File: src/cmd_parser_defines.svh
// constants for the serial remote command interpreter
// assumes a byte-wide receive stream and a byte-wide transmit stream
`ifndef CMD_PARSER_DEFINES_SVH
`define CMD_PARSER_DEFINES_SVH

`define CHR_ESC      8'h1B
`define CHR_CR       8'h0D
`define CHR_LF       8'h0A
`define CHR_SP       8'h20
`define CHR_DOT      8'h2E
`define CHR_ZERO     8'h30
`define CHR_MINUS    8'h2D
`define FRAME_LEN    4'hD
`define MAX_DIGITS   3'h6
`define BAUD_DEFAULT 3'h3
`define CODE_MAX     3'h3
`define BAUD_MAX     3'h7
`define ALARM_CLEAR_VAL 20'h00001

`endif

File: src/cmd_parser_pkg.sv
// types for the serial remote command interpreter
// assumes the defines header is visible to users of these types
package cmd_parser_pkg;
   typedef enum {PS_IDLE, PS_CODE1, PS_CODE2, PS_SEP, PS_VALUE, PS_SKIP} parse_state_t;
   typedef enum {FN_NONE, FN_BAUD, FN_COPY, FN_FILL, FN_ALARM, FN_PROBE} func_t;
   typedef struct packed
   {
      logic [7:0] data;
      logic       valid;
   } byte_stream_t;
   typedef struct packed
   {
      logic [2:0] serial_speed_code;
      logic [1:0] output_selection_code;
      logic [1:0] trace_fill_code;
      logic [1:0] probe_termination_code;
   } settings_t;
   typedef struct packed
   {
      logic       inch;
      logic       fine;
      logic [3:0] d0;
      logic [3:0] d1;
      logic [3:0] d2;
      logic [3:0] d3;
   } reading_t;
endpackage

File: src/serial_remote_command_parser.sv
// serial remote command interpreter: parses ESC commands, answers queries,
// emits single reading frames through a two-entry output buffer
// assumes a UART outside delivers received bytes and drains transmit bytes
//
// Operation
// - reading frame is thirteen ASCII bytes
// - four layouts by unit and resolution
// - ESC code RETURN queries present value
// - ESC code space value RETURN sets
// - values are decimal integers, no point
// - 0.01 resolution exchanged times one hundred
// - 0.1 resolution exchanged times ten
// - resolution one exchanged unscaled
// - scale fixed across whole value range
// - speed codes 0-7 map 1200..115200 baud
// - output selection codes 0-3
// - trace fill codes 0-3
// - alarm clear write-only, value 1 clears
// - probe termination codes 0-3
// - default 9600 baud, 8N1, hardware handshake
`include "cmd_parser_defines.svh"

module serial_remote_command_parser
(
   // clock and reset
   input  wire logic                        clk,
   input  wire logic                        rst_b,
   // received bytes from the UART
   input  wire cmd_parser_pkg::byte_stream_t rx,
   // transmit bytes to the UART
   output cmd_parser_pkg::byte_stream_t      tx,
   input  wire logic                        tx_ready,
   // reading to send, taken when idle
   input  wire cmd_parser_pkg::reading_t     reading,
   input  wire logic                        reading_send,
   output logic                             reading_busy,
   // settings and alarm clear
   output cmd_parser_pkg::settings_t         settings,
   output logic                             alarm_clear
);
   import cmd_parser_pkg::*;

   typedef struct packed
   {
      // command parser
      parse_state_t ps;
      func_t        fn;
      logic [7:0]   c1;
      logic [19:0]  value;
      logic [2:0]   ndig;
      settings_t    set;
      logic         alarm;
      // reply / frame generator
      logic         rd_active;
      logic         rp_active;
      logic [3:0]   idx;
      reading_t     rd;
      logic [2:0]   rp_val;
      // two-entry output buffer
      logic [1:0][7:0] buf_data;
      logic [1:0]   cnt;
      logic         out_valid;
      logic [7:0]   out_data;
   } state_t;

   state_t s_reg;
   state_t s_next;

   // decode a two-letter code, either case
   // clearing bit 5 folds lower case letters onto upper case
   function automatic func_t decode(input logic [7:0] a, input logic [7:0] b);
      logic [7:0] ua;
      logic [7:0] ub;
      ua = a & 8'hDF;
      ub = b & 8'hDF;
      case ({ua, ub})
         {8'h42, 8'h52}: decode = FN_BAUD;
         {8'h43, 8'h4D}: decode = FN_COPY;
         {8'h46, 8'h49}: decode = FN_FILL;
         {8'h41, 8'h58}: decode = FN_ALARM;
         {8'h50, 8'h47}: decode = FN_PROBE;
         default:        decode = FN_NONE;
      endcase
   endfunction

   // frame byte for position i of a reading
   function automatic logic [7:0] frame_byte(input reading_t r, input logic [3:0] i);
      logic [7:0] dg [4];
      logic [2:0] dot_pos;
      dg[0] = `CHR_ZERO | {4'h0, r.d0};
      dg[1] = `CHR_ZERO | {4'h0, r.d1};
      dg[2] = `CHR_ZERO | {4'h0, r.d2};
      dg[3] = `CHR_ZERO | {4'h0, r.d3};
      // point after one, two or three integer digits; fine picks the
      // two-digit layout in either unit
      dot_pos = r.fine ? 3'h3 : (r.inch ? 3'h2 : 3'h4);
      frame_byte = `CHR_SP;
      // index 0 is the leading blank; 1 to 5 carry the digits and point
      case (i)
         4'h1, 4'h2, 4'h3, 4'h4, 4'h5:
         begin
            if (i[2:0] == dot_pos)
               frame_byte = `CHR_DOT;
            // digits ahead of the point keep their print order
            else if (i[2:0] < dot_pos)
               frame_byte = dg[2'(i - 4'h1)];
            // the point takes one slot, so later digits step back by one
            else
               frame_byte = dg[2'(i - 4'h2)];
         end
         // unit letters IN or MM
         4'h7:    frame_byte = r.inch ? 8'h49 : 8'h4D;
         4'h8:    frame_byte = r.inch ? 8'h4E : 8'h4D;
         // line end
         4'hB:    frame_byte = `CHR_CR;
         4'hC:    frame_byte = `CHR_LF;
         default: frame_byte = `CHR_SP;
      endcase
   endfunction

   // range check for a received value
   // alarm clear takes only one, the speed code 0 to 7; the other code fields take 0 to 3
   function automatic logic in_range(input func_t f, input logic [19:0] v);
      case (f)
         FN_BAUD:  in_range = v <= {17'h0, `BAUD_MAX};
         FN_ALARM: in_range = v == `ALARM_CLEAR_VAL;
         FN_NONE:  in_range = 1'b0;
         default:  in_range = v <= {17'h0, `CODE_MAX};
      endcase
   endfunction

   // reply byte for position i: one digit, then CR LF; every supported
   // code is below ten, so no sign, point or second digit is needed
   function automatic logic [7:0] reply_byte(input logic [3:0] i, input logic [2:0] v);
      case (i)
         4'h0:    reply_byte = `CHR_ZERO | {5'h0, v};
         4'h1:    reply_byte = `CHR_CR;
         default: reply_byte = `CHR_LF;
      endcase
   endfunction

   // present value of a readable function, as an unscaled code
   function automatic logic [2:0] present_value(input func_t f, input settings_t st);
      case (f)
         FN_BAUD: present_value = st.serial_speed_code;
         FN_COPY: present_value = {1'b0, st.output_selection_code};
         FN_FILL: present_value = {1'b0, st.trace_fill_code};
         default: present_value = {1'b0, st.probe_termination_code};
      endcase
   endfunction

   logic       rx_take;
   logic       gen_valid;
   logic [7:0] gen_byte;
   logic       buf_push;
   logic       buf_pop;

   // next state
   always_comb
   begin
      s_next = s_reg;
      // alarm clear is a one-cycle pulse
      s_next.alarm = 1'b0;
      // byte from the reply or frame generator; the frame goes first
      gen_valid = s_reg.rd_active | s_reg.rp_active;
      if (s_reg.rd_active)
         gen_byte = frame_byte(s_reg.rd, s_reg.idx);
      else
         gen_byte = reply_byte(s_reg.idx, s_reg.rp_val);
      // buffer: room while fewer than two words held; two entries let the
      // generator run on through a one-cycle stall without losing a byte
      buf_pop  = s_reg.out_valid & tx_ready;
      buf_push = gen_valid & (s_reg.cnt != 2'h2 || buf_pop);
      // parser ignores received bytes while a reply is queued, so any sent then are lost
      rx_take = rx.valid & ~s_reg.rp_active;

      if (buf_pop)
      begin
         s_next.buf_data[0] = s_reg.buf_data[1];
         s_next.cnt = s_reg.cnt - 2'h1;
      end
      if (buf_push)
      begin
         s_next.buf_data[buf_pop ? s_reg.cnt - 2'h1 : s_reg.cnt] = gen_byte;
         s_next.cnt = buf_pop ? s_reg.cnt : s_reg.cnt + 2'h1;
         s_next.idx = s_reg.idx + 4'h1;
         if (s_reg.rd_active && s_reg.idx == `FRAME_LEN - 4'h1)
         begin
            s_next.rd_active = 1'b0;
            s_next.idx = 4'h0;
         end
         // a reply queued behind a frame shares idx, so it waits its turn
         if (!s_reg.rd_active && s_reg.rp_active && s_reg.idx == 4'h2)
         begin
            s_next.rp_active = 1'b0;
            s_next.idx = 4'h0;
         end
      end
      // registered copies, so tx comes straight from a flip-flop
      s_next.out_valid = s_next.cnt != 2'h0;
      s_next.out_data  = s_next.buf_data[0];

      // a new reading frame only starts when the generator is idle
      // reading_send while busy or replying is ignored, not queued;
      // the caller watches reading_busy and asks again
      if (reading_send && !s_next.rd_active && !s_next.rp_active && !gen_valid)
      begin
         s_next.rd = reading;
         s_next.rd_active = 1'b1;
         s_next.idx = 4'h0;
      end

      // command parser
      if (rx_take)
      begin
         // ESC restarts in any state unless a reply is queued, so a host can abandon a half-typed command
         if (rx.data == `CHR_ESC)
            s_next.ps = PS_CODE1;
         else
            case (s_reg.ps)
               PS_CODE1:
               begin
                  s_next.c1 = rx.data;
                  s_next.ps = PS_CODE2;
               end
               PS_CODE2:
               begin
                  // unknown codes decode to FN_NONE and are then dropped
                  s_next.fn = decode(s_reg.c1, rx.data);
                  s_next.ps = PS_SEP;
               end
               PS_SEP:
               begin
                  s_next.ps = PS_IDLE;
                  if (rx.data == `CHR_SP)
                  begin
                     s_next.ps = PS_VALUE;
                     s_next.value = 20'h0;
                     s_next.ndig = 3'h0;
                  end
                  // a query taken mid-frame would splice its reply into the
                  // frame, so it is dropped
                  else if (rx.data == `CHR_CR && s_reg.fn != FN_NONE && s_reg.fn != FN_ALARM
                           && !s_reg.rd_active)
                  begin
                     s_next.rp_active = 1'b1;
                     s_next.idx = 4'h0;
                     s_next.rp_val = present_value(s_reg.fn, s_reg.set);
                  end
               end
               PS_VALUE:
               begin
                  if (rx.data == `CHR_CR)
                  begin
                     s_next.ps = PS_IDLE;
                     // a space then RETURN carries no digits and is dropped
                     // integer applied as is; scale fixed per function
                     if (s_reg.ndig != 3'h0 && in_range(s_reg.fn, s_reg.value))
                        case (s_reg.fn)
                           FN_BAUD:  s_next.set.serial_speed_code = s_reg.value[2:0];
                           FN_COPY:  s_next.set.output_selection_code = s_reg.value[1:0];
                           FN_FILL:  s_next.set.trace_fill_code = s_reg.value[1:0];
                           FN_PROBE: s_next.set.probe_termination_code = s_reg.value[1:0];
                           FN_ALARM: s_next.alarm = 1'b1;
                           default:  s_next.ps = PS_IDLE;
                        endcase
                  end
                  else if (rx.data >= `CHR_ZERO && rx.data <= 8'h39 && s_reg.ndig != `MAX_DIGITS)
                  begin
                     // decimal accumulate, no point accepted; six digits leave
                     // room for values scaled by one hundred or ten
                     s_next.value = 20'((s_reg.value << 3) + (s_reg.value << 1) + {16'h0, rx.data[3:0]});
                     s_next.ndig = s_reg.ndig + 3'h1;
                  end
                  else
                     s_next.ps = PS_SKIP; // malformed: drop until next ESC
               end
               default: s_next.ps = s_reg.ps;
            endcase
      end
   end

   // single state register
   always_ff @(posedge clk or negedge rst_b)
   begin
      if (!rst_b)
      begin
         s_reg <= '0;
         s_reg.ps <= PS_IDLE;
         s_reg.fn <= FN_NONE;
         // only the speed code differs from zero, at the 9600 baud code
         s_reg.set.serial_speed_code <= `BAUD_DEFAULT;
      end
      else
         s_reg <= s_next;
   end

   // outputs straight from the state register
   // no logic past the register, so the UART sees settled values early
   assign tx.valid     = s_reg.out_valid;
   assign tx.data      = s_reg.out_data;
   assign reading_busy = s_reg.rd_active;
   assign settings     = s_reg.set;
   assign alarm_clear  = s_reg.alarm;
endmodule

File: config.mk
export PLATFORM = sky130hd
export DESIGN_NAME = serial_remote_command_parser
export DESIGN_NICKNAME = d
export VERILOG_FILES = /design/src/cmd_parser_pkg.sv /design/src/serial_remote_command_parser.sv
export VERILOG_INCLUDE_DIRS = /design/src /design/src/src
export SDC_FILE = /design/constraint.sdc
export NUM_CORES = 1
export LEC_CHECK = 0
export BUFFER_PORTS_ARGS = -buffer_cell sky130_fd_sc_hd__buf_2
export CAP_MARGIN = 20
export CORE_MARGIN = 2
export CORE_UTILIZATION = 56
export CTS_CLUSTER_DIAMETER = 40
export DETAILED_ROUTE_END_ITERATION = 8
export PLACE_DENSITY = 0.74
export RECOVER_POWER = 100
export SETUP_SLACK_MARGIN = 0.2
export SYNTH_ARGS = -nofsm -noshare
export SYNTH_HDL_FRONTEND = slang
export SYNTH_SLANG_ARGS = --single-unit
File: constraint.sdc
create_clock -name clk -period 6 [get_ports clk]
set_input_delay 1.8 -clock clk [delete_from_list [all_inputs] [get_ports clk]]
set_output_delay 1.8 -clock clk [all_outputs]
set_load 0.1 [all_outputs]
==> reports/qor.yml <==
status: "complete, but fails checks"
violations: "capacitance limit, slew limit"
vias: 4857
max-vdd-ir-drop_mv: 0.315
relSlewSlack_pct: -1.25
cp_max_fo: 25
insertion_delay_ns: 0.37
port_buffers: 50
syn_avg_cell_area_um2: 9.55
fillCellCount: 881
setup_viol: 0
wl_per_cell_um: 17.2
crit_slowest_cell: "clkbuf_1"
grt_pass1_wl_um: 22300
worst-path-buf-inv: 2
cts_buffers: 9
design_area_um2: 6360
r2r_start: "s_reg[67]"
hold_violations: 0
cts_tree: "built"
yosys.area.top_type: "dfrtp_1"
grt_overflow: 0
critical_path.max_stage_delay_ns: 0.84
firstDrtPassIters: 5
grt_max_degree: 64
dieHeight_um: 107
ff_latch_area_um2: 2280
grt_setup_unrepaired: "false"
root_buffer: "clkbuf_8"
p_per_area_nw_per_um2: 398
placed_cell_area_um2: 6190
cts_resized: 0
first_global_vias: 4658
arrival_ns: 4.56
coreArea_um2: 10400
synthCells: 628
antenna_cells: 0
routed_via_density: 6.16
fmax_ghz: 0.229
layoutNonFillerInstCount: 789
dp_hpwl_um: 9780
syn-num-nets: 706
start_util_pct: 57.8
ys_async_sr_fraction_pct: 100
ys_seq_elements: 91
drc: 0
crit_top_cell: "clkbuf_1"
drt_iter0_markers: 307
synth_commonest_cells: "89 x dfrtp_1, 77 x nand2_1, 55 x o21ai_0"
maxSlewViolCount: 30
power.total_mw: 2.53
synth_cell_types: 62
worst_slack_ns: 1.63
yosys_warnings: 0
cts_setup_buffers: 0
drt_wl_total_um: 13500
crit_type: "primary input to register"
pre_cts_slack_ns: 1.51
synth_ff_type: "dfrtp_1"
synth-edff-count: 0
grt.total_usage_pct: 24.1
p_leak_nw: 2.85
worst_pin_slew_ns: 1.52
routabilityCongestion: 0.930
drive_above_1_share_pct: 14.2
antenna_found_initial: 0
end_kind: "register"
ios: 51
placed_cells: 773
cp-start-kind: "primary input"
clk_transition_reported_paths_ns: 0.10
cp_cell_sequence: "clkbuf_1 -> or4_1 -> nor2_1 -> a211o_1 -> clkbuf_1 -> o21ai_0"
fin_crit_ns: 4.37
final_net_count: 726
rrSetupSlack_ns: 2.93
min_to: "s_reg[23]"
whs_path_depth: 2
ant_nets: 0
cap_viol_max_count: 1
cp_data_required_time_ns: 6.19
synthToLayoutAreaGrowth_pct: 6.18
largest_reg_flops: 71
multi_input_area_um2: 3410
hold_path.startpoint: "s_reg[23]"
clockBufferDepth: 2
synth_area_leaders: "dfrtp_1 37%, ha_1 9.4%, mux2_2 6.8%"
min_path_type: "register to register"
holdBufCountCts: 0
fin_setup_tns_ns: 0
synth_area_um2: 5990
post-route-period-util_pct: 72.8
r2r_end: "s_reg[86]"
die_w_um: 107
synth-seq-area-share_pct: 38.0
finalClockSkew_ns: 0.00895
cts.sinks: 91
critical_path.top_delay_family: "buffers and inverters"
htree_levels: 3
synth.most_common_cell: "dfrtp_1"
synth_top_area_share_pct: 37.2
reg2regPathDepth: 8
die_area_um2: 11500
rows: 37
[power by group]
part           switching, mW  leakage (nW)  internal [mW]  total, mW
Combinational          0.675          1.58          0.436       1.11
Sequential             0.171          1.16          0.779      0.949
Clock                  0.248         0.112          0.223      0.471
[layout make-up]
cell class | count | share of cell area (%)
Timing Repair Buffer | 52 | 3.62
Sequential cell | 91 | 35.8
Inverter | 14 | 0.826
Clock buffer | 11 | 2.38
Multi-Input combinational cell | 480 | 53.6
Clock inverter | 5 | 1.06
Tap cell | 136 | 2.67
[cell usage in the layout, fill, tap and decap left out, types with 3 or more instances in the layout]
cell type / instances
nor4_1: 13
or2_2: 3
clkbuf_1: 26
a21oi_1: 36
nand4b_1: 4
o31ai_1: 8
a31oi_1: 6
inv_1: 14
nand2_1: 77
o21ai_0: 55
nand4_1: 10
o21bai_1: 3
nand3_1: 7
mux4_2: 8
clkbuf_8: 11
a211oi_1: 10
a21o_1: 12
ha_1: 45
and3_1: 3
o211ai_1: 7
xnor2_1: 12
dfrtp_1: 89
and2_1: 7
nand2b_1: 8
nand3b_1: 9
nor2b_1: 7
buf_2: 25
nor3_1: 14
o41ai_1: 3
mux2_2: 35
xor2_1: 3
o22ai_1: 4
nor2_1: 35
[per-stage QoR]
stage / utilization (%) / hold WS [ns]
2_1_floorplan: - / 0.450
3_3_place_gp: 59.7 / 0.464
3_5_place_dp: 59.7 / 0.472
4_1_cts: 61.8 / 0.496
5_1_grt: 61.4 / 0.516
6_report: 61.4 / 0.489
[worst max path at each step]
stage          startpoint  slack (ns)  cells after the start         to
2_1_floorplan       rx[4]        1.92                      9  s_reg[85]
3_3_place_gp        rx[4]        1.58                     10  s_reg[85]
3_5_place_dp        rx[4]        1.51                     10  s_reg[85]
4_1_cts             rx[4]        1.88                     10  s_reg[85]
5_1_grt             rx[3]        1.45                      7  s_reg[66]
6_report            rx[3]        1.63                      6  s_reg[68]
[cells by family (layout without fill, tap and decap cells)]
logic type | Yosys count | count (layout) | synth area share [%]
xor+xnor | 15 | 15 | 2.19
mux | 46 | 46 | 10.1
flops | 91 | 91 | 38.0
simple gates | 212 | 212 | 18.1
fa+ha+maj | 49 | 49 | 10.4
compound gates | 158 | 158 | 16.3
buf+inv | 57 | 82 | 4.84
[worst min-delay path: cells and delay by family, from the launching register on]
kind / cells / cell delay (ns)
AOI/OAI and AO/OA: 1 / 0.06
DFF: 1 / 0.36
and+or+nand+nor: 1 / 0.05
[per-layer routing]
metal / GRT usage, % / up-vias / part of all wire [%]
met5: 0 / - / 0
met4: 7.69 / 0 / 1.9
met3: 4.12 / 26 / 4.7
met2: 40.7 / 149 / 49
met1: 31.8 / 2360 / 45
li1: - / 2322 / -
(Power assumes the default switching activity.)
